===== src/alu_core_defines.svh =====
// constants for the accumulator alu core
// What this block does
// - eight-bit alu adds, subtracts, shifts and does bitwise logic
// - arithmetic results are two's complement
// - two-operand ops use working register plus file register or literal
// - single-operand ops use working register or a file register
// - working register is eight bits and has no file address
// - carry, nibble carry and zero flags update per instruction
// - subtraction carry is inverted byte borrow, nibble carry is inverted low-nibble borrow
// - twelve-bit instruction fetched whole on its own program bus
// - fetch overlaps execute; non-branch instructions take one cycle
// - program space is 1K words of twelve bits
// - pc low byte and status are reached by ordinary file accesses
// - every operation works on every register, by direct address only
// - alu second source may be any file register
// - instruction cycle spans four non-overlapping clock phases
// - operand read in second phase, result written in fourth
// - branches take two cycles; the prefetched word is discarded
// - flag-affecting write to status keeps alu flags, not data bits
`ifndef ALU_CORE_DEFINES_SVH
`define ALU_CORE_DEFINES_SVH
`define DATA_W 8
`define INSTR_W 12
`define PC_W 10
`define FADDR_W 5
`define RESET_VECTOR 10'h3FF
`define NOP_WORD 12'h000
`define ADDR_PCL 5'h02
`define ADDR_STATUS 5'h03
`define BIT_C 0
`define BIT_DC 1
`define BIT_Z 2
`define NIB_MSB 3
`define NIB_W 4
`define D_BIT 5
`define BSEL_MSB 7
`define BSEL_LSB 5
`define K9_MSB 8
`define OP6_LSB 6
`define OP4_LSB 8
`define OP3_LSB 9
`define OPC_GRP0 6'h00
`define OPC_CLR 6'h01
`define OPC_SUBWF 6'h02
`define OPC_DECF 6'h03
`define OPC_IORWF 6'h04
`define OPC_ANDWF 6'h05
`define OPC_XORWF 6'h06
`define OPC_ADDWF 6'h07
`define OPC_MOVF 6'h08
`define OPC_COMF 6'h09
`define OPC_INCF 6'h0A
`define OPC_DECFSZ 6'h0B
`define OPC_RRF 6'h0C
`define OPC_RLF 6'h0D
`define OPC_SWAPF 6'h0E
`define OPC_INCFSZ 6'h0F
`define OPC_BCF 4'h4
`define OPC_BSF 4'h5
`define OPC_BTFSC 4'h6
`define OPC_BTFSS 4'h7
`define OPC_MOVLW 4'hC
`define OPC_IORLW 4'hD
`define OPC_ANDLW 4'hE
`define OPC_XORLW 4'hF
`define OPC_GOTO 3'h5
`define REF_CYCLE_NS 200
`define REF_CLK_MHZ 20
`define CLK_MHZ 40
`define PHASES (`REF_CYCLE_NS * `REF_CLK_MHZ / 1000)
`endif


===== src/alu_core_pkg.sv =====
// types for the accumulator alu core
package alu_core_pkg;
  typedef enum logic [4:0] {
    OP_NONE, OP_MOVW, OP_ZERO, OP_SUB, OP_DEC, OP_IOR, OP_AND, OP_XOR,
    OP_ADD, OP_MOVF, OP_COM, OP_INC, OP_DECSK, OP_RR, OP_RL, OP_SWAP,
    OP_INCSK, OP_BCLR, OP_BSET, OP_BTSTC, OP_BTSTS, OP_LOADK
  } alu_op_t;
  typedef enum logic [1:0] {PH_Q1, PH_Q2, PH_Q3, PH_Q4} phase_t;
endpackage : alu_core_pkg


===== src/accumulator_alu_core.sv =====
// eight-bit alu datapath with working register and two-stage pipeline
`timescale 1ns/1ps
`include "alu_core_defines.svh"
module accumulator_alu_core (
  // clock and reset
  input wire logic clk,
  input wire logic resetn,
  // program bus
  output logic [`PC_W-1:0] pc_addr,
  input wire logic [`INSTR_W-1:0] instr_data,
  input wire logic page_sel,
  // data register file bus
  output logic [`FADDR_W-1:0] rf_addr,
  output logic rf_rd_en,
  input wire logic [`DATA_W-1:0] rf_rd_data,
  output logic rf_wr_en,
  output logic [`DATA_W-1:0] rf_wr_data,
  // core state
  output logic [`DATA_W-1:0] work_reg,
  output logic carry_flag,
  output logic nibble_carry_flag,
  output logic zero_flag,
  output alu_core_pkg::phase_t phase
);
  import alu_core_pkg::*;

  phase_t q_reg;
  logic [`PC_W-1:0] pc_reg;
  logic [`INSTR_W-1:0] ir_reg;
  logic flush_reg;
  logic [`DATA_W-1:0] w_reg;
  logic [`DATA_W-1:0] opnd_reg;
  logic [`DATA_W-1:0] result_reg;
  logic res_c_reg;
  logic res_dc_reg;
  logic c_reg;
  logic dc_reg;
  logic z_reg;

  // instruction field split
  wire [5:0] op6 = ir_reg[`INSTR_W-1:`OP6_LSB];
  wire [3:0] op4 = ir_reg[`INSTR_W-1:`OP4_LSB];
  wire [2:0] op3 = ir_reg[`INSTR_W-1:`OP3_LSB];
  wire dest_f = ir_reg[`D_BIT];
  wire [2:0] bsel = ir_reg[`BSEL_MSB:`BSEL_LSB];
  wire [`DATA_W-1:0] literal = ir_reg[`DATA_W-1:0];
  wire [`FADDR_W-1:0] faddr = ir_reg[`FADDR_W-1:0];
  wire exec = !flush_reg;

  // opcode decode
  wire is_lit = (op4 == `OPC_MOVLW) || (op4 == `OPC_IORLW) ||
                (op4 == `OPC_ANDLW) || (op4 == `OPC_XORLW);
  wire is_bit = (op4 == `OPC_BCF) || (op4 == `OPC_BSF) ||
                (op4 == `OPC_BTFSC) || (op4 == `OPC_BTFSS);
  wire is_dop = (op6 >= `OPC_SUBWF) && (op6 <= `OPC_INCFSZ);
  wire is_movwf = (op6 == `OPC_GRP0) && dest_f;
  wire is_clr = (op6 == `OPC_CLR);
  wire is_goto = (op3 == `OPC_GOTO);
  alu_op_t alu_op;
  assign alu_op =
    is_movwf ? OP_MOVW :
    is_clr ? OP_ZERO :
    (op6 == `OPC_SUBWF) ? OP_SUB :
    (op6 == `OPC_DECF) ? OP_DEC :
    (op6 == `OPC_IORWF || op4 == `OPC_IORLW) ? OP_IOR :
    (op6 == `OPC_ANDWF || op4 == `OPC_ANDLW) ? OP_AND :
    (op6 == `OPC_XORWF || op4 == `OPC_XORLW) ? OP_XOR :
    (op6 == `OPC_ADDWF) ? OP_ADD :
    (op6 == `OPC_MOVF) ? OP_MOVF :
    (op6 == `OPC_COMF) ? OP_COM :
    (op6 == `OPC_INCF) ? OP_INC :
    (op6 == `OPC_DECFSZ) ? OP_DECSK :
    (op6 == `OPC_RRF) ? OP_RR :
    (op6 == `OPC_RLF) ? OP_RL :
    (op6 == `OPC_SWAPF) ? OP_SWAP :
    (op6 == `OPC_INCFSZ) ? OP_INCSK :
    (op4 == `OPC_BCF) ? OP_BCLR :
    (op4 == `OPC_BSF) ? OP_BSET :
    (op4 == `OPC_BTFSC) ? OP_BTSTC :
    (op4 == `OPC_BTFSS) ? OP_BTSTS :
    (op4 == `OPC_MOVLW) ? OP_LOADK : OP_NONE;

  // destination and flag selection
  wire writes_w = is_lit || (is_dop && !dest_f) || (is_clr && !dest_f);
  wire writes_f = (is_dop && dest_f) || is_movwf || (is_clr && dest_f) ||
                  alu_op == OP_BCLR || alu_op == OP_BSET;
  wire aff_c = alu_op == OP_SUB || alu_op == OP_ADD ||
               alu_op == OP_RR || alu_op == OP_RL;
  wire aff_dc = alu_op == OP_SUB || alu_op == OP_ADD;
  wire aff_z = alu_op == OP_ZERO || alu_op == OP_SUB ||
               alu_op == OP_DEC || alu_op == OP_IOR ||
               alu_op == OP_AND || alu_op == OP_XOR ||
               alu_op == OP_ADD || alu_op == OP_MOVF ||
               alu_op == OP_COM || alu_op == OP_INC;
  wire wr_pcl = writes_f && faddr == `ADDR_PCL;
  wire wr_status = writes_f && faddr == `ADDR_STATUS;

  // second source: literal or any file register, pc and flags mapped in
  wire [`DATA_W-1:0] status_view = {rf_rd_data[`DATA_W-1:`BIT_Z+1],
                                    z_reg, dc_reg, c_reg};
  wire [`DATA_W-1:0] file_view = (faddr == `ADDR_PCL) ? pc_reg[`DATA_W-1:0] :
                                 (faddr == `ADDR_STATUS) ? status_view :
                                 rf_rd_data;
  wire [`DATA_W-1:0] src_b = is_lit ? literal : file_view;

  // adder shared by add and subtract; subtract is f + ~w + 1
  wire is_sub = alu_op == OP_SUB;
  wire [`DATA_W-1:0] add_w = is_sub ? ~w_reg : w_reg;
  wire [`DATA_W:0] sum9 = {1'b0, opnd_reg} + {1'b0, add_w} +
                          {{`DATA_W{1'b0}}, is_sub};
  wire [`NIB_W:0] nib5 = {1'b0, opnd_reg[`NIB_MSB:0]} +
                         {1'b0, add_w[`NIB_MSB:0]} +
                         {{`NIB_W{1'b0}}, is_sub};
  wire [`DATA_W-1:0] bit_mask = `DATA_W'(1) << bsel;
  wire bit_val = |(opnd_reg & bit_mask);
  wire [`DATA_W-1:0] inc_v = opnd_reg + `DATA_W'(1);
  wire [`DATA_W-1:0] dec_v = opnd_reg - `DATA_W'(1);

  // alu result and carries for the current instruction
  logic [`DATA_W-1:0] alu_res;
  logic alu_c;
  logic alu_dc;
  always_comb begin
    alu_c = c_reg;
    alu_dc = dc_reg;
    case (alu_op)
      OP_MOVW: alu_res = w_reg;
      OP_ZERO: alu_res = '0;
      OP_SUB, OP_ADD: begin
        alu_res = sum9[`DATA_W-1:0];
        alu_c = sum9[`DATA_W];
        alu_dc = nib5[`NIB_W];
      end
      OP_DEC, OP_DECSK: alu_res = dec_v;
      OP_IOR: alu_res = w_reg | opnd_reg;
      OP_AND: alu_res = w_reg & opnd_reg;
      OP_XOR: alu_res = w_reg ^ opnd_reg;
      OP_COM: alu_res = ~opnd_reg;
      OP_INC, OP_INCSK: alu_res = inc_v;
      OP_RR: begin
        alu_res = {c_reg, opnd_reg[`DATA_W-1:1]};
        alu_c = opnd_reg[0];
      end
      OP_RL: begin
        alu_res = {opnd_reg[`DATA_W-2:0], c_reg};
        alu_c = opnd_reg[`DATA_W-1];
      end
      OP_SWAP: alu_res = {opnd_reg[`NIB_MSB:0],
                          opnd_reg[`DATA_W-1:`NIB_W]};
      OP_BCLR: alu_res = opnd_reg & ~bit_mask;
      OP_BSET: alu_res = opnd_reg | bit_mask;
      default: alu_res = opnd_reg;
    endcase
  end

  // skip and branch decisions, taken at the fourth phase
  wire res_zero = result_reg == '0;
  wire skip_hit = ((alu_op == OP_DECSK || alu_op == OP_INCSK) && res_zero) ||
                  (alu_op == OP_BTSTC && !bit_val) ||
                  (alu_op == OP_BTSTS && bit_val);
  wire take_branch = exec && (is_goto || wr_pcl || skip_hit);
  wire [`PC_W-1:0] goto_pc = {page_sel, ir_reg[`K9_MSB:0]};
  wire [`PC_W-1:0] pcl_pc = {pc_reg[`PC_W-1:`DATA_W], result_reg};
  wire [`PC_W-1:0] pc_next = !take_branch ? pc_reg + `PC_W'(1) :
                             is_goto ? goto_pc :
                             wr_pcl ? pcl_pc :
                             pc_reg + `PC_W'(1);

  // status written by data, with alu flags guarding their own bits
  wire [`DATA_W-1:0] status_wr = {result_reg[`DATA_W-1:`BIT_Z+1],
    aff_z ? res_zero : result_reg[`BIT_Z],
    aff_dc ? res_dc_reg : result_reg[`BIT_DC],
    aff_c ? res_c_reg : result_reg[`BIT_C]};

  // file image of status: flag bits the op affects come from the flag logic, the rest from data
  wire [`DATA_W-1:0] status_cap = {alu_res[`DATA_W-1:`BIT_Z+1],
    aff_z ? (alu_res == '0) : alu_res[`BIT_Z],
    aff_dc ? alu_dc : alu_res[`BIT_DC],
    aff_c ? alu_c : alu_res[`BIT_C]};
  wire [`DATA_W-1:0] wr_data_next = wr_status ? status_cap : alu_res;
  logic [`DATA_W-1:0] wr_data_reg;

  // bus strobes per phase
  assign rf_addr = faddr;
  assign rf_rd_en = q_reg == PH_Q2 && exec && !is_lit;
  assign rf_wr_en = q_reg == PH_Q4 && exec && writes_f;
  assign rf_wr_data = wr_data_reg; // registered write data
  assign pc_addr = pc_reg;
  assign work_reg = w_reg;
  assign carry_flag = c_reg;
  assign nibble_carry_flag = dc_reg;
  assign zero_flag = z_reg;
  assign phase = q_reg;

  // four-phase sequencer
  always_ff @(posedge clk or negedge resetn) begin
    if (!resetn) begin
      q_reg <= PH_Q1;
    end else begin
      case (q_reg)
        PH_Q1: q_reg <= PH_Q2;
        PH_Q2: q_reg <= PH_Q3;
        PH_Q3: q_reg <= PH_Q4;
        default: q_reg <= PH_Q1;
      endcase
    end
  end

  // operand capture in q2, result in q3
  always_ff @(posedge clk or negedge resetn) begin
    if (!resetn) begin
      opnd_reg <= '0;
      result_reg <= '0;
      wr_data_reg <= '0;
      res_c_reg <= 1'b0;
      res_dc_reg <= 1'b0;
    end else if (q_reg == PH_Q2) begin
      opnd_reg <= src_b;
    end else if (q_reg == PH_Q3) begin
      result_reg <= alu_res;
      res_c_reg <= alu_c;
      res_dc_reg <= alu_dc;
      wr_data_reg <= wr_data_next;
    end
  end

  // fetch and commit at the end of each instruction cycle
  always_ff @(posedge clk or negedge resetn) begin
    if (!resetn) begin
      pc_reg <= `RESET_VECTOR;
      ir_reg <= `NOP_WORD;
      flush_reg <= 1'b1;
    end else if (q_reg == PH_Q4) begin
      pc_reg <= pc_next;
      ir_reg <= instr_data;
      flush_reg <= take_branch;
    end
  end

  // working register and flags commit
  always_ff @(posedge clk or negedge resetn) begin
    if (!resetn) begin
      w_reg <= '0;
      c_reg <= 1'b0;
      dc_reg <= 1'b0;
      z_reg <= 1'b0;
    end else if (q_reg == PH_Q4 && exec) begin
      if (writes_w) w_reg <= result_reg;
      if (aff_c) c_reg <= res_c_reg;
      else if (wr_status) c_reg <= status_wr[`BIT_C];
      if (aff_dc) dc_reg <= res_dc_reg;
      else if (wr_status) dc_reg <= status_wr[`BIT_DC];
      if (aff_z) z_reg <= res_zero;
      else if (wr_status) z_reg <= status_wr[`BIT_Z];
    end
  end

  wire [`DATA_W:0] add_ref = {1'b0, w_reg} + {1'b0, opnd_reg};

  phase_walk_a: assert property (@(posedge clk) disable iff (!resetn)
    q_reg == PH_Q1 |=> q_reg == PH_Q2 ##1 q_reg == PH_Q3
      ##1 q_reg == PH_Q4 ##1 q_reg == PH_Q1)
    else $error("phase sequence broken");
  read_phase_a: assert property (@(posedge clk) disable iff (!resetn)
    rf_rd_en |-> q_reg == PH_Q2 ##1 opnd_reg == $past(src_b))
    else $error("operand not read in second phase");
  write_phase_a: assert property (@(posedge clk)
    disable iff (!resetn)
    rf_wr_en |-> q_reg == PH_Q4 && $past(q_reg) == PH_Q3)
    else $error("file write outside fourth phase");
  zero_flag_a: assert property (@(posedge clk) disable iff (!resetn)
    q_reg == PH_Q4 && exec && aff_z |=> zero_flag == ($past(result_reg) == 0))
    else $error("zero flag wrong");
  add_carry_a: assert property (@(posedge clk) disable iff (!resetn)
    q_reg == PH_Q4 && exec && alu_op == OP_ADD
      |=> {carry_flag, $past(result_reg)} == $past(add_ref, 2))
    else $error("add result or carry wrong");
  sub_borrow_a: assert property (@(posedge clk) disable iff (!resetn)
    q_reg == PH_Q4 && exec && is_sub
      |=> carry_flag == ($past(opnd_reg) >= $past(w_reg)) &&
          nibble_carry_flag == ($past(opnd_reg[`NIB_MSB:0]) >=
                                $past(w_reg[`NIB_MSB:0])))
    else $error("subtract borrow flags wrong");
  branch_flush_a: assert property (@(posedge clk)
    disable iff (!resetn)
    q_reg == PH_Q4 && take_branch |=> flush_reg [*4] ##1 !flush_reg)
    else $error("branch did not flush exactly one word");
  pc_step_a: assert property (@(posedge clk) disable iff (!resetn)
    q_reg == PH_Q4 && !take_branch |=> pc_addr == $past(pc_addr) + 10'h001)
    else $error("pc did not advance by one");
  status_guard_a: assert property (@(posedge clk)
    disable iff (!resetn)
    q_reg == PH_Q4 && exec && wr_status && aff_c
      |=> carry_flag == $past(res_c_reg))
    else $error("status data overrode carry");
  status_image_a: assert property (@(posedge clk)
    disable iff (!resetn)
    rf_wr_en && wr_status && aff_z |-> rf_wr_data[`BIT_Z] == res_zero)
    else $error("status image lost the zero flag");
  w_private_a: assert property (@(posedge clk) disable iff (!resetn)
    $changed(w_reg) |-> $past(q_reg == PH_Q4 && exec && writes_w))
    else $error("working register changed without a w destination");
endmodule : accumulator_alu_core


===== config.mk =====
export PLATFORM = sky130hd
export DESIGN_NAME = accumulator_alu_core
export DESIGN_NICKNAME = d
export VERILOG_FILES = /design/src/alu_core_pkg.sv /design/src/accumulator_alu_core.sv
export VERILOG_INCLUDE_DIRS = /design/src /design/src/src
export SDC_FILE = /design/constraint.sdc
export NUM_CORES = 1
export LEC_CHECK = 0
export ABC_AREA = 1
export CORE_ASPECT_RATIO = 0.9
export CORE_MARGIN = 3
export CORE_UTILIZATION = 35
export DETAILED_ROUTE_END_ITERATION = 16
export DONT_BUFFER_PORTS = 1
export PLACE_DENSITY = 0.51
export SYNTH_ARGS = -nofsm -noshare
export SYNTH_HDL_FRONTEND = slang
export SYNTH_SLANG_ARGS = --single-unit

===== constraint.sdc =====
create_clock -name clk -period 2.8 [get_ports clk]
set_input_delay 0.14 -clock clk [delete_from_list [all_inputs] [get_ports clk]]
set_output_delay 0.14 -clock clk [all_outputs]
set_load 0.02 [all_outputs]

# ---- After elaboration in Yosys (flattened, before gate mapping)
# Index checks and enable logic that the tools add are counted.
dict set report totals {
  regBits 62
  input_bits 23
  output_inout_bits 38
  elab_cells 192
}
dict set report classes {
  addsub 7
  n_lt_le_gt_ge 2
  eq_ne 50
  n_shift 1
  muxes 42
  bitwise_logic 10
  reduce_logical 66
}
# op count
set ops {}
lappend ops {{case mux 8 bit (14 select lines)} 1}
lappend ops {{2-to-1 mux 5 bit} 21}
lappend ops {{equality test 6 x 4 -> 1 bit, second input constant} 8}
lappend ops {{equality test 5 x 4 -> 1 bit, second input constant} 8}
lappend ops {{2-to-1 mux 10 bit} 3}
lappend ops {{logical OR 1 bit} 29}
lappend ops {{equality test 5 bit, second input constant} 5}
lappend ops {{AND 8 bit} 3}
lappend ops {{equality test 6 x 3 -> 1 bit, second input constant} 4}
lappend ops {{2-to-1 mux 8 bit} 3}
lappend ops {{NOT 8 bit} 3}
lappend ops {{equality test 5 x 2 -> 1 bit, second input constant} 4}
lappend ops {{equality test 5 x 3 -> 1 bit, second input constant} 4}
lappend ops {{equality test 4 x 3 -> 1 bit, second input constant} 4}
lappend ops {{equality test 4 bit, second input constant} 4}
lappend ops {{logical AND 1 bit} 16}
lappend ops {{zero test 8 bit} 2}
lappend ops {{bitwise OR 8 bit} 2}
lappend ops {{equality test 6 x 2 -> 1 bit, second input constant} 2}
lappend ops {{AND reduction 2 bit} 6}
lappend ops {{adder 10 x 1 -> 10 bit, second input constant} 1}
lappend ops {{2-to-1 mux 1 bit} 10}
lappend ops {{adder 8 x 8 -> 9 bit} 1}
lappend ops {{adder 9 x 1 -> 9 bit} 1}
lappend ops {{24 further kinds} 33}

# ---- Logic depth before layout (Yosys ltp)
# Gate-level depths: netlist of run 1.
dict set report depth {
  word_depth 34
  ltp_mapped 22
  depth_no_buf 22
}

# ---- Worst setup path before layout of run 1
# Ideal clock, no wire load.
dict set report synth_timing {
  kind {flip-flop to flip-flop}
  start {register ir_reg[10]}
  end {register wr_data_reg[2] (netlist: rf_wr_data[2])}
  setup_time_ps 65
  arrival_ps 2529
  t_required_ps 2735
  slack_ps 206
  stages_incl_launch_ff 20
  n_path_buf 1
  period_less_slack_ps 2594
  path_cell_list {dfrtp_1 nor2_2 buf_2 nand2_1 nand2_1 inv_1 ha_1 a21oi_1 or2_2 nand3_1 nand2_1 nand3_1 nand3_1 nor2_1 nand3_1 nor2_1 nand3_1 nand2_1 nand2_1 nand2_1}
}
dict set report synth_between {
  elab_chain_cells 34
  word_cells_on_any_way 96
  classes_between {2 x add/sub; 2 x order compare; 41 x eq/ne; 25 x mux; 26 x reduce/logical}
}
# item line
set synth_rtl {}
lappend synth_rtl {{start, declared} accumulator_alu_core.sv:29} ;# logic [`INSTR_W-1:0] ir_reg;
lappend synth_rtl {{start signal, assigned} accumulator_alu_core.sv:231} ;# ir_reg <= `NOP_WORD;
lappend synth_rtl {{start signal, assigned} accumulator_alu_core.sv:235} ;# ir_reg <= instr_data;
lappend synth_rtl {{branches (longest 33 deep; another with 2-to-1 mux 5 bit)} n/a}
lappend synth_rtl {{2-to-1 mux 3 bit (*)} accumulator_alu_core.sv:180} ;# wire [`DATA_W-1:0] wr_data_next = wr_status ? status_cap : alu_res;
lappend synth_rtl {{end signal, assigned} accumulator_alu_core.sv:223} ;# wr_data_reg <= wr_data_next;
lappend synth_rtl {{end, declared} accumulator_alu_core.sv:181} ;# logic [`DATA_W-1:0] wr_data_reg;
# Mark *: on every way between the ends.
# A chain may end at the register's enable or synchronous reset.

# ---- Final worst setup path of run 1
dict set report layout_timing {
  start {register ir_reg[7]}
  end {register wr_data_reg[0] (netlist: rf_wr_data[0])}
}
dict set report layout_between {
  elab_chain_cells 24
  word_cells_on_any_way 80
  classes_between {2 x add/sub; 2 x order compare; 32 x eq/ne; 1 x shift; 21 x mux; 3 x bitwise; 19 x reduce/logical}
}
# item line
set layout_rtl {}
lappend layout_rtl {{equality test 6 x 4 -> 1 bit (no line)} n/a}
lappend layout_rtl {{2-to-1 mux 5 bit} accumulator_alu_core.sv:76} ;# (op6 == `OPC_INCFSZ) ? OP_INCSK :
lappend layout_rtl {{2-to-1 mux 5 bit} accumulator_alu_core.sv:75} ;# (op6 == `OPC_SWAPF) ? OP_SWAP :
lappend layout_rtl {{2-to-1 mux 5 bit} accumulator_alu_core.sv:74} ;# (op6 == `OPC_RLF) ? OP_RL :
lappend layout_rtl {{2-to-1 mux 5 bit} accumulator_alu_core.sv:73} ;# (op6 == `OPC_RRF) ? OP_RR :
lappend layout_rtl {{2-to-1 mux 5 bit} accumulator_alu_core.sv:72} ;# (op6 == `OPC_DECFSZ) ? OP_DECSK :
lappend layout_rtl {{2-to-1 mux 5 bit} accumulator_alu_core.sv:71} ;# (op6 == `OPC_INCF) ? OP_INC :
lappend layout_rtl {{2-to-1 mux 5 bit} accumulator_alu_core.sv:70} ;# (op6 == `OPC_COMF) ? OP_COM :
lappend layout_rtl {{[... 8 more ...]} n/a}
lappend layout_rtl {{2-to-1 mux 5 bit} accumulator_alu_core.sv:61} ;# is_movwf ? OP_MOVW :
lappend layout_rtl {{equality test 5 x 2 -> 1 bit} {accumulator_alu_core.sv:87, accumulator_alu_core.sv:107, accumulator_alu_core.sv:126}}
lappend layout_rtl {{2-to-1 mux 8 bit} accumulator_alu_core.sv:108} ;# wire [`DATA_W-1:0] add_w = is_sub ? ~w_reg : w_reg;
lappend layout_rtl {{adder 8 x 8 -> 9 bit} accumulator_alu_core.sv:109} ;# wire [`DATA_W:0] sum9 = {1'b0, opnd_reg} + {1'b0, add_w} +
lappend layout_rtl {{adder 9 x 1 -> 9 bit} accumulator_alu_core.sv:109}
lappend layout_rtl {{case mux 8 bit (14 select lines) or case mux 1 bit (3 select lines) (tied branches)} accumulator_alu_core.sv:126} ;# case (alu_op)
lappend layout_rtl {{2-to-1 mux 1 bit} accumulator_alu_core.sv:179} ;# aff_c ? alu_c : alu_res[`BIT_C]};
lappend layout_rtl {{2-to-1 mux 3 bit (*)} accumulator_alu_core.sv:180}
# Mark *: on every way between the ends. The rest lies on a longest branch, timed or not.

==> flow_summary.json, run 1 <==
{
  "outcome": "complete, no violations",
  "hp-class": "in2reg",
  "crit_slowest_cell": "dfrtp_1",
  "num_rows": 41,
  "crit_required_ns": 3.01,
  "rsz0062_at_grt": "yes",
  "path_class": "reg2reg",
  "synth_fp_nets": 829,
  "power_frac_seq": 0.338,
  "power_frac_comb": 0.376,
  "hold_start": "page_sel",
  "diodes": 0,
  "grt_pass1_wl_um": 30700,
  "ant_nets": 0,
  "area_delta_synth_final_pct": 26.9,
  "antenna_found_initial": 0,
  "fin_crit_sh": 0.965,
  "switching_share": 0.419,
  "routed_via_density": 5.45,
  "r2r_cells": 17,
  "cts_sinks": 57,
  "die_w_um": 133,
  "crit_top_cell": "a21oi_1",
  "final_cell_mix": "nand2_1 (203), inv_1 (92), nor2_1 (71)",
  "skew_ns": 0.00751,
  "nets": 895,
  "core_um2": 14100,
  "fill_cells": 1478,
  "yosysSeqAreaShare": 0.285,
  "reg2reg_slack_ns": 0.1,
  "final_area_um2": 6420,
  "syn_area_um2": 5060,
  "max_freq_mhz": 370,
  "drtPass1Iterations": 5,
  "drv_slew": 0,
  "setup_viol": 0,
  "dpl_cell_area_um2": 5530,
  "portBuffers": 0,
  "gp_congestion": 0.978,
  "reg2reg_to": "rf_wr_data[0]",
  "path_max_fanout": 5,
  "worstPathArrival_ns": 2.92,
  "io_pins": 61,
  "clkTransAtPathRegs_ns": 0.06,
  "cts_buffers": 9,
  "grt-ovfl-total": 0,
  "drive_gt1_frac": 0.215,
  "cellPowerDensity_nw_per_um2": 627,
  "power.leakage_uw": 0.00306,
  "path_cells": "inv_2 > nor2_4 > nand3_4 > buf_6 > buf_4 > xnor2_2 > ha_1 > nand2_1 > inv_1 > nand4_1 > nand3_2 > nand2_2 > a21oi_1 > o21ai_2 > o221ai_2 > a21oi_1 > a21oi_1",
  "slowest_delay_ns": 0.40,
  "initial_core_util": 0.360,
  "timing.rr.start": "ir_reg[7]",
  "yosysWarnings": 0,
  "fp.dieArea_um2": 15900,
  "cap_viol_max_count": 0,
  "worstSetupEndpointType": "flip-flop",
  "grt_max_degree": 58,
  "wire_per_inst_um": 19.2,
  "power_frac_clock": 0.286,
  "grtUsageTotal": 0.248,
  "vdd_ir_drop_max_v": 0.000437,
  "clk_path_buf_depth": 2,
  "worst_slew_pin_slew_ns": 0.513,
  "drc_errors": 0,
  "largest_reg_flops": 12,
  "crit_path_start_kind": "flip-flop",
  "hpwlAfterDp_um": 15400,
  "hold_viol_final": 0,
  "cts_tree": "yes",
  "yosys.cell_types.count": 39,
  "synth.avg_cell_area_um2": 6.43,
  "fin_crit_ns": 2.70,
  "min_path_cells": 2,
  "hold_path_end": "pc_addr[9]",
  "clock_latency_ns": 0.34,
  "slew_headroom": 0.655,
  "die_h_um": 120,
  "p_sw_uw": 1690,
  "mostFrequentLayoutCell": "nand2_1",
  "vias": 5722,
  "power_uw": 4030,
  "grt_pass1_vias": 5395,
  "wirelength_um": 20200,
  "synth_cells": 786,
  "root_buffer": "clkbuf_16",
  "htreeDepth": 3,
  "intPower_uw": 2340,
  "drtIter0Drc": 612,
  "ys_ff_latch": 57
}
[power by group through the flow]
stage	Combinational (uW)	Clock, uW	Sequential, uW
2_1_floorplan	829	0	1330
3_3_place_gp	1250	0	1370
3_5_place_dp	1260	0	1370
4_1_cts	1310	1170	1350
5_1_grt	1660	1210	1390
6_report	1510	1150	1360
[per-layer routing]
| layer | global-route usage | vias to the layer above | share of wire |
|---|---|---|---|
| li1 | - | 2720 | - |
| met4 | 0.0831 | 0 | 0.025 |
| met1 | 0.346 | 2717 | 0.44 |
| met2 | 0.372 | 254 | 0.44 |
| met5 | 0 | - | 0 |
| met3 | 0.0666 | 31 | 0.096 |
[cells in the mapped netlist]
master | count | area, um^2
a211oi_1 | 1 | 7.51
a21oi_1 | 27 | 135
a22oi_1 | 6 | 45.0
a31oi_1 | 6 | 37.5
buf_2 | 4 | 20.0
buf_4 | 11 | 82.6
clkbuf_1 | 13 | 48.8
dfrtp_1 | 46 | 1150
dfstp_2 | 11 | 289
fa_1 | 2 | 40.0
ha_1 | 18 | 225
inv_1 | 98 | 368
inv_2 | 7 | 26.3
mux2_2 | 1 | 11.3
mux2i_1 | 1 | 10.0
nand2_1 | 213 | 800
nand2_2 | 5 | 31.3
nand3_1 | 67 | 335
nand3_2 | 2 | 20.0
nand3_4 | 1 | 17.5
nand3b_1 | 4 | 30.0
nand4_1 | 12 | 75.1
nor2_1 | 79 | 297
nor2_2 | 6 | 37.5
nor2_4 | 3 | 33.8
nor3_1 | 7 | 35.0
nor4_1 | 1 | 6.26
o2111ai_1 | 3 | 26.3
o211ai_1 | 4 | 30.0
o21a_1 | 1 | 7.51
o21ai_0 | 70 | 350
o21bai_1 | 2 | 15.0
o221ai_1 | 9 | 78.8
o22a_1 | 1 | 8.76
o22ai_1 | 16 | 100
o32ai_1 | 1 | 8.76
or2_2 | 8 | 50.1
xnor2_1 | 5 | 43.8
xor2_1 | 14 | 123
[repair_timing]
item / CTS / global route
endpoints found under the hold margin: 69 / 0
endpoints found under the setup margin: 4 / 7
buffers inserted: 0 / 18
pin swaps: 0 / 30
hold buffers: 14 / 0
gates cloned: 0 / 0
gates resized for setup: 6 / 69
[worst max-delay path: cells and delay by family (launching register included)]
| kind | cells | cell delay [ns] |
|---|---|---|
| simple gates | 6 | 0.67 |
| compound gates | 5 | 0.64 |
| buf+inv | 4 | 0.42 |
| flops | 1 | 0.40 |
| fa+ha+maj | 1 | 0.32 |
| xor+xnor | 1 | 0.12 |
[final cells by class]
cell class	count	area (um^2)	area share
clock inverters	6	72.6	0.0113
flip-flops and latches	57	1440	0.225
repair buffers	83	691	0.108
well taps	193	241	0.0376
multi-input cells	596	3330	0.519
inverters	105	399	0.0622
clock buffers	10	239	0.0372
[cells by family after synthesis]
logic type | after synthesis | synth area share
AO/OA/AOI/OAI | 147 | 0.168
adder cells (fa/ha/maj) | 20 | 0.0525
multiplexers | 2 | 0.00421
AND/OR/NAND/NOR | 408 | 0.350
XOR/XNOR | 19 | 0.0329
flip-flops | 57 | 0.285
buffers and inverters | 133 | 0.108
[worst max-delay path by stage]
stage / from / end / slack, ns
floorplan: ir_reg[10] / rf_wr_data[2] / 0.21
CTS: ir_reg[6] / rf_wr_data[2] / -0.007
global placement: ir_reg[10] / rf_wr_data[2] / -0.16
detailed placement: ir_reg[8] / rf_wr_data[2] / -0.18
global route: ir_reg[7] / rf_wr_data[2] / -0.13
finish: ir_reg[7] / rf_wr_data[0] / 0.1
[through the flow]
| step | util | setup slack, ns | instances | hold WS [ns] | TNS [ns] |
|---|---|---|---|---|---|
| after detailed placement | 0.393 | -0.181 | 1002 | -0.153 | -0.380 |
| after global routing | 0.457 | -0.132 | 1050 | 0.0446 | -0.151 |
| final | 0.457 | 0.0979 | 1050 | 0.0130 | 0 |
| after CTS | 0.428 | -0.00712 | 1032 | 0.00251 | -0.00712 |
| after global placement | 0.393 | -0.158 | 1002 | -0.153 | -0.213 |
| after floorplan | - | 0.206 | 786 | -0.156 | 0 |
Power figures use the tool's default switching activity.
==> run 2: changes to the inputs <==
- REMOVE_ABC_BUFFERS: not set -> 1
==> run 2 against run 1 <==
Worst hold slack improved by 0.052 ns. Setup slack better by 0.037 ns. Critical endpoint is now rf_wr_data[2]. Utilization shrank 2.0 points. Clock skew rose by 0.00076 ns. Global-route usage down 0.18 points. Combinational power fell by 7%.
==> flow_summary.json, run 2 (synthesis results as in run 1) <==
{
  "finalSetupTns_ns": 0,
  "path_max_fanout": 4,
  "fin_cells": 1034,
  "initial_core_util": 0.360,
  "area_delta_synth_final_pct": 21.4,
  "path_class": "reg2reg",
  "worstSetupEndpointType": "flip-flop",
  "worstPathArrival_ns": 2.93,
  "setup_viol": 0,
  "power.leakage_uw": 0.00294,
  "cts_buffers": 9,
  "crit_required_ns": 3.07,
  "fin_crit_sh": 0.952,
  "drive_gt1_frac": 0.165,
  "clkTransAtPathRegs_ns": 0.05,
  "fin_crit_ns": 2.67,
  "drc_errors": 0,
  "skew_ns": 0.00828,
  "largest_reg_flops": 12,
  "hold_viol_final": 0,
  "vdd_ir_drop_max_v": 0.000454,
  "dp_cells": 1000,
  "drv_slew": 0,
  "final_cell_mix": "nand2_1 (210), inv_1 (97), nor2_1 (77)",
  "cts_sinks": 57,
  "core_um2": 14100,
  "vias": 5568,
  "slew_headroom": 0.610,
  "wire_per_inst_um": 19.1,
  "antenna_found_initial": 0,
  "io_pins": 61,
  "rsz0062_at_grt": "yes",
  "outcome": "complete, no violations",
  "clk_path_buf_depth": 2,
  "cts_tree": "yes",
  "die_w_um": 133,
  "grtUsageTotal": 0.246,
  "gp_congestion": 0.942,
  "cellPowerDensity_nw_per_um2": 617,
  "htreeDepth": 3,
  "diodes": 0,
  "wirelength_um": 19700,
  "grt-ovfl-total": 0,
  "nets": 879,
  "max_freq_mhz": 375,
  "drtIter0Drc": 533,
  "clock_latency_ns": 0.33,
  "drtPass1Iterations": 5,
  "hp-class": "in2reg",
  "cap_viol_max_count": 0,
  "grt_pass1_vias": 5268,
  "worst_slew_pin_slew_ns": 0.586,
  "grt_max_degree": 58,
  "portBuffers": 0,
  "ant_nets": 0,
  "num_rows": 41,
  "reg2reg_slack_ns": 0.13,
  "root_buffer": "clkbuf_16",
  "routed_via_density": 5.38,
  "mostFrequentLayoutCell": "nand2_1",
  "fp.dieArea_um2": 15900,
  "die_h_um": 120,
  "crit_path_start_kind": "flip-flop",
  "grt_pass1_wl_um": 30300,
  "hpwlAfterDp_um": 15500
}
==> run 2: changes by cell type in the layout (fill, tap and decap cells not counted), sizes merged <==
cell,change
clkbuf,+3
bufinv,-1
inv,-3
dlygate4sd3,+1
clkinvlp,-1
clkinv,+2
buf,-17
==> run 2: routing by layer <==
metal	up-vias	track usage	routed length, um
met3	32	0.0637	1810
met2	255	0.371	8530
li1	2679	-	-
met5	-	0	0
met4	0	0.0682	463
met1	2602	0.349	8930
==> run 2: final timing paths <==
check | startpoint | endpoint | cells after the start
min in group asynchronous | resetn | ir_reg[1] | 2
setup reg to reg | ir_reg[7] | rf_wr_data[2] | 19
setup / recovery | ir_reg[7] | rf_wr_data[2] | 19
hold / removal | rf_rd_data[7] | opnd_reg[7] | 2
max in group asynchronous | resetn | pc_addr[8] | 2
hold reg to reg | result_reg[1] | result_reg[1] | 2
==> run 2: metrics by stage <==
stage	hold WS, ns	instance area, um^2	setup WS (ns)	utilization	power [uW]
2_1_floorplan	-0.156	4910	-0.0991	-	2130
3_3_place_gp	-0.154	5520	-0.00634	0.392	2620
3_5_place_dp	-0.153	5520	-0.0607	0.392	2630
4_1_cts	0.0612	5990	0.00525	0.426	3720
5_1_grt	0.0697	6140	-0.0770	0.437	4030
6_report	0.0655	6140	0.135	0.437	3790
==> run 2: layout make-up <==
cell class / instances / area, um^2
Sequential cell: 57 / 1440
Clock inverter: 3 / 15.0
Clock buffer: 13 / 270
Inverter: 105 / 397
Fill cell: 1510 / 7910
Timing Repair Buffer: 67 / 562
Multi-Input combinational cell: 596 / 3210
Tap cell: 193 / 241
==> run 2: critical path: stages, from the launching register on <==
cell	delay, ns
dfrtp_1	0.39
inv_2	0.07
nor2_4	0.17
nand3_4	0.15
buf_6	0.16
xor2_1	0.14
ha_1	0.32
buf_4	0.16
a31oi_2	0.23
buf_4	0.16
nand2_1	0.04
nand3_1	0.07
nand2_1	0.05
inv_1	0.05
nand3_1	0.09
nor2_1	0.12
nand3_1	0.08
nand2_1	0.06
nand2_1	0.04
nand2_1	0.05
==> run 2: repair_timing <==
action | in CTS | in global routing
gates resized for setup | 4 | 30
hold buffers | 15 | 0
pin swaps | 0 | 7
gates cloned | 0 | 0
buffers inserted | 0 | 3
setup endpoints to repair | 3 | 9
endpoints found under the hold margin | 70 | 0
==> run 2: power breakdown <==
group          leakage, uW  internal, uW  total, uW  switching (uW)
clock network     0.000145           665       1030             368
logic              0.00213           524       1400             873
registers         0.000665          1030       1360             330
==> run 3: changes to the inputs <==
==> constraint.sdc (replaced) <==
create_clock -name clk -period 2.8 [get_ports clk]
set_input_delay 0.56 -clock clk [delete_from_list [all_inputs] [get_ports clk]]
set_output_delay 0.56 -clock clk [all_outputs]
set_load 0.02 [all_outputs]
==> run 3 against run 2 <==
Largest power group unchanged. Die area is the same. Fmax fell by 4.0%. Global-route usage up 0.078 points.
==> flow_summary.json, run 3 (synthesis results as in run 1) <==
{
  "cellPowerDensity_nw_per_um2": 615,
  "portBuffers": 0,
  "final_area_um2": 6110,
  "slew_headroom": 0.520,
  "path_max_fanout": 5,
  "diodes": 0,
  "grtUsageMet2": 0.361,
  "place_worst_setup_slack_ns": -0.139,
  "vias": 5553,
  "crit_required_ns": 3.07,
  "vdd_ir_drop_max_v": 0.000471,
  "finalCoreUtilization": 0.435,
  "clkTransAtPathRegs_ns": 0.05,
  "grt_pass1_wl_um": 30400,
  "dpl_cell_area_um2": 5510,
  "fin_crit_sh": 0.992,
  "fp.dieArea_um2": 15900,
  "final_cell_mix": "nand2_1 (201), inv_1 (96), nor2_1 (75)",
  "clock_latency_ns": 0.33,
  "cts_sinks": 57,
  "power_frac_comb": 0.367,
  "met1_usage": 0.351,
  "drtIter0Drc": 550,
  "power_frac_clock": 0.271,
  "dp_cells": 998,
  "r2r_cells": 20,
  "io_pins": 61,
  "power_uw": 3760,
  "regArea_um2": 1440,
  "hp-class": "in2async",
  "use_met3": 0.0658,
  "timing.final.ws_setup_ns": 0.0237,
  "path_class": "reg2reg",
  "reg2reg_slack_ns": 0.02,
  "worst_slew_pin_slew_ns": 0.714,
  "routed_via_density": 5.42,
  "wire_per_inst_um": 19.5,
  "die_h_um": 120,
  "cts_buffers": 9,
  "fin_cells": 1024,
  "hpwlAfterDp_um": 15500,
  "switching_share": 0.418,
  "core_um2": 14100,
  "gp_congestion": 1.01,
  "drc_errors": 0,
  "max_freq_mhz": 360,
  "ant_nets": 0,
  "power.leakage_uw": 0.00293,
  "grt_max_degree": 47,
  "cap_viol_max_count": 0,
  "mostFrequentLayoutCell": "nand2_1",
  "rsz0062_at_grt": "yes",
  "drive_gt1_frac": 0.182,
  "setup_viol": 0,
  "reg2reg_to": "rf_wr_data[2]",
  "wirelength_um": 20000,
  "crit_path_start_kind": "flip-flop",
  "htreeDepth": 3,
  "timing.rr.start": "ir_reg[8]",
  "worstPathArrival_ns": 3.05,
  "nets": 869,
  "fin_crit_ns": 2.78,
  "p_sw_uw": 1570,
  "largest_reg_flops": 12,
  "num_rows": 41,
  "antenna_found_initial": 0,
  "hold_viol_final": 0,
  "root_buffer": "clkbuf_16",
  "drtPass1Iterations": 5,
  "multi_input_area_um2": 3280,
  "drv_slew": 0,
  "area_delta_synth_final_pct": 20.8,
  "grt-ovfl-total": 0,
  "clk_path_buf_depth": 2,
  "cts_tree": "yes",
  "worstSetupEndpointType": "flip-flop",
  "outcome": "complete, no violations",
  "grtUsageTotal": 0.247,
  "top_usage_layer": "met2",
  "power_frac_seq": 0.362,
  "die_w_um": 133,
  "initial_core_util": 0.360,
  "skew_ns": 0.00530,
  "fill_cells": 1540,
  "intPower_uw": 2190,
  "grt_pass1_vias": 5315
}
## run 3: how the worst max path moves through the flow
stage | from | cells after the start | end | slack, ns
after floorplan | ir_reg[10] | 16 | rf_wr_data[2] | -0.1
after global placement | ir_reg[10] | 20 | rf_wr_data[2] | -0.15
after detailed placement | ir_reg[10] | 20 | rf_wr_data[2] | -0.14
after CTS | ir_reg[6] | 19 | rf_wr_data[2] | 0.002
after global routing | ir_reg[8] | 22 | rf_wr_data[2] | -0.18
final | ir_reg[8] | 20 | rf_wr_data[2] | 0.02
## run 3: cell type report
cell class,count,share of cell area
Sequential cell,57,0.236
Timing Repair Buffer,57,0.0780
Multi-Input combinational cell,596,0.536
Inverter,105,0.0651
Clock inverter,3,0.00246
Clock buffer,13,0.0426
Tap cell,193,0.0395
## run 3: power groups by stage
stage	logic [uW]	registers (uW)	clock network [uW]
after detailed placement	1250	1370	0
after global routing	1520	1390	1070
after CTS	1280	1360	1040
after global placement	1250	1370	0
final	1380	1360	1020
after floorplan	758	1370	0
## run 3: per-stage QoR
stage          TNS (ns)  hold WS (ns)
2_1_floorplan   -0.0991         0.264
3_3_place_gp     -0.176         0.266
3_5_place_dp     -0.157         0.266
4_1_cts               0        0.0581
5_1_grt          -0.478        0.0559
6_report              0        0.0714
## run 3: per-layer routing
layer	up-vias	part of all wire
met2	225	0.43
met5	-	0
li1	2667	-
met3	39	0.085
met1	2622	0.46
met4	0	0.022
## run 3: what timing repair did
item / 4_1_cts / 5_1_grt
endpoints found under the setup margin: 2 / 9
pin swaps: 0 / 19
hold buffers: 1 / 0
gates resized for setup: 4 / 48
hold endpoints to repair: 46 / 0
setup buffers: 0 / 9
## run 3: worst max-delay path, stage by stage, from the launching register on
cell and delay (ns):
dfrtp_2 0.46, nand2_2 0.11, nor2_4 0.12, nand2_2 0.09, nand2_4 0.09, clkinvlp_4 0.16
buf_12 0.18, ha_4 0.29, nand2_2 0.06, or2_4 0.25, nand3_2 0.06, nand2_1 0.05
nand3_1 0.08, nand3_1 0.10, nor2_2 0.15, nand3_2 0.11, a21oi_2 0.12, nand3_1 0.08
nand2_1 0.07, nand2_1 0.05, nand2_1 0.05
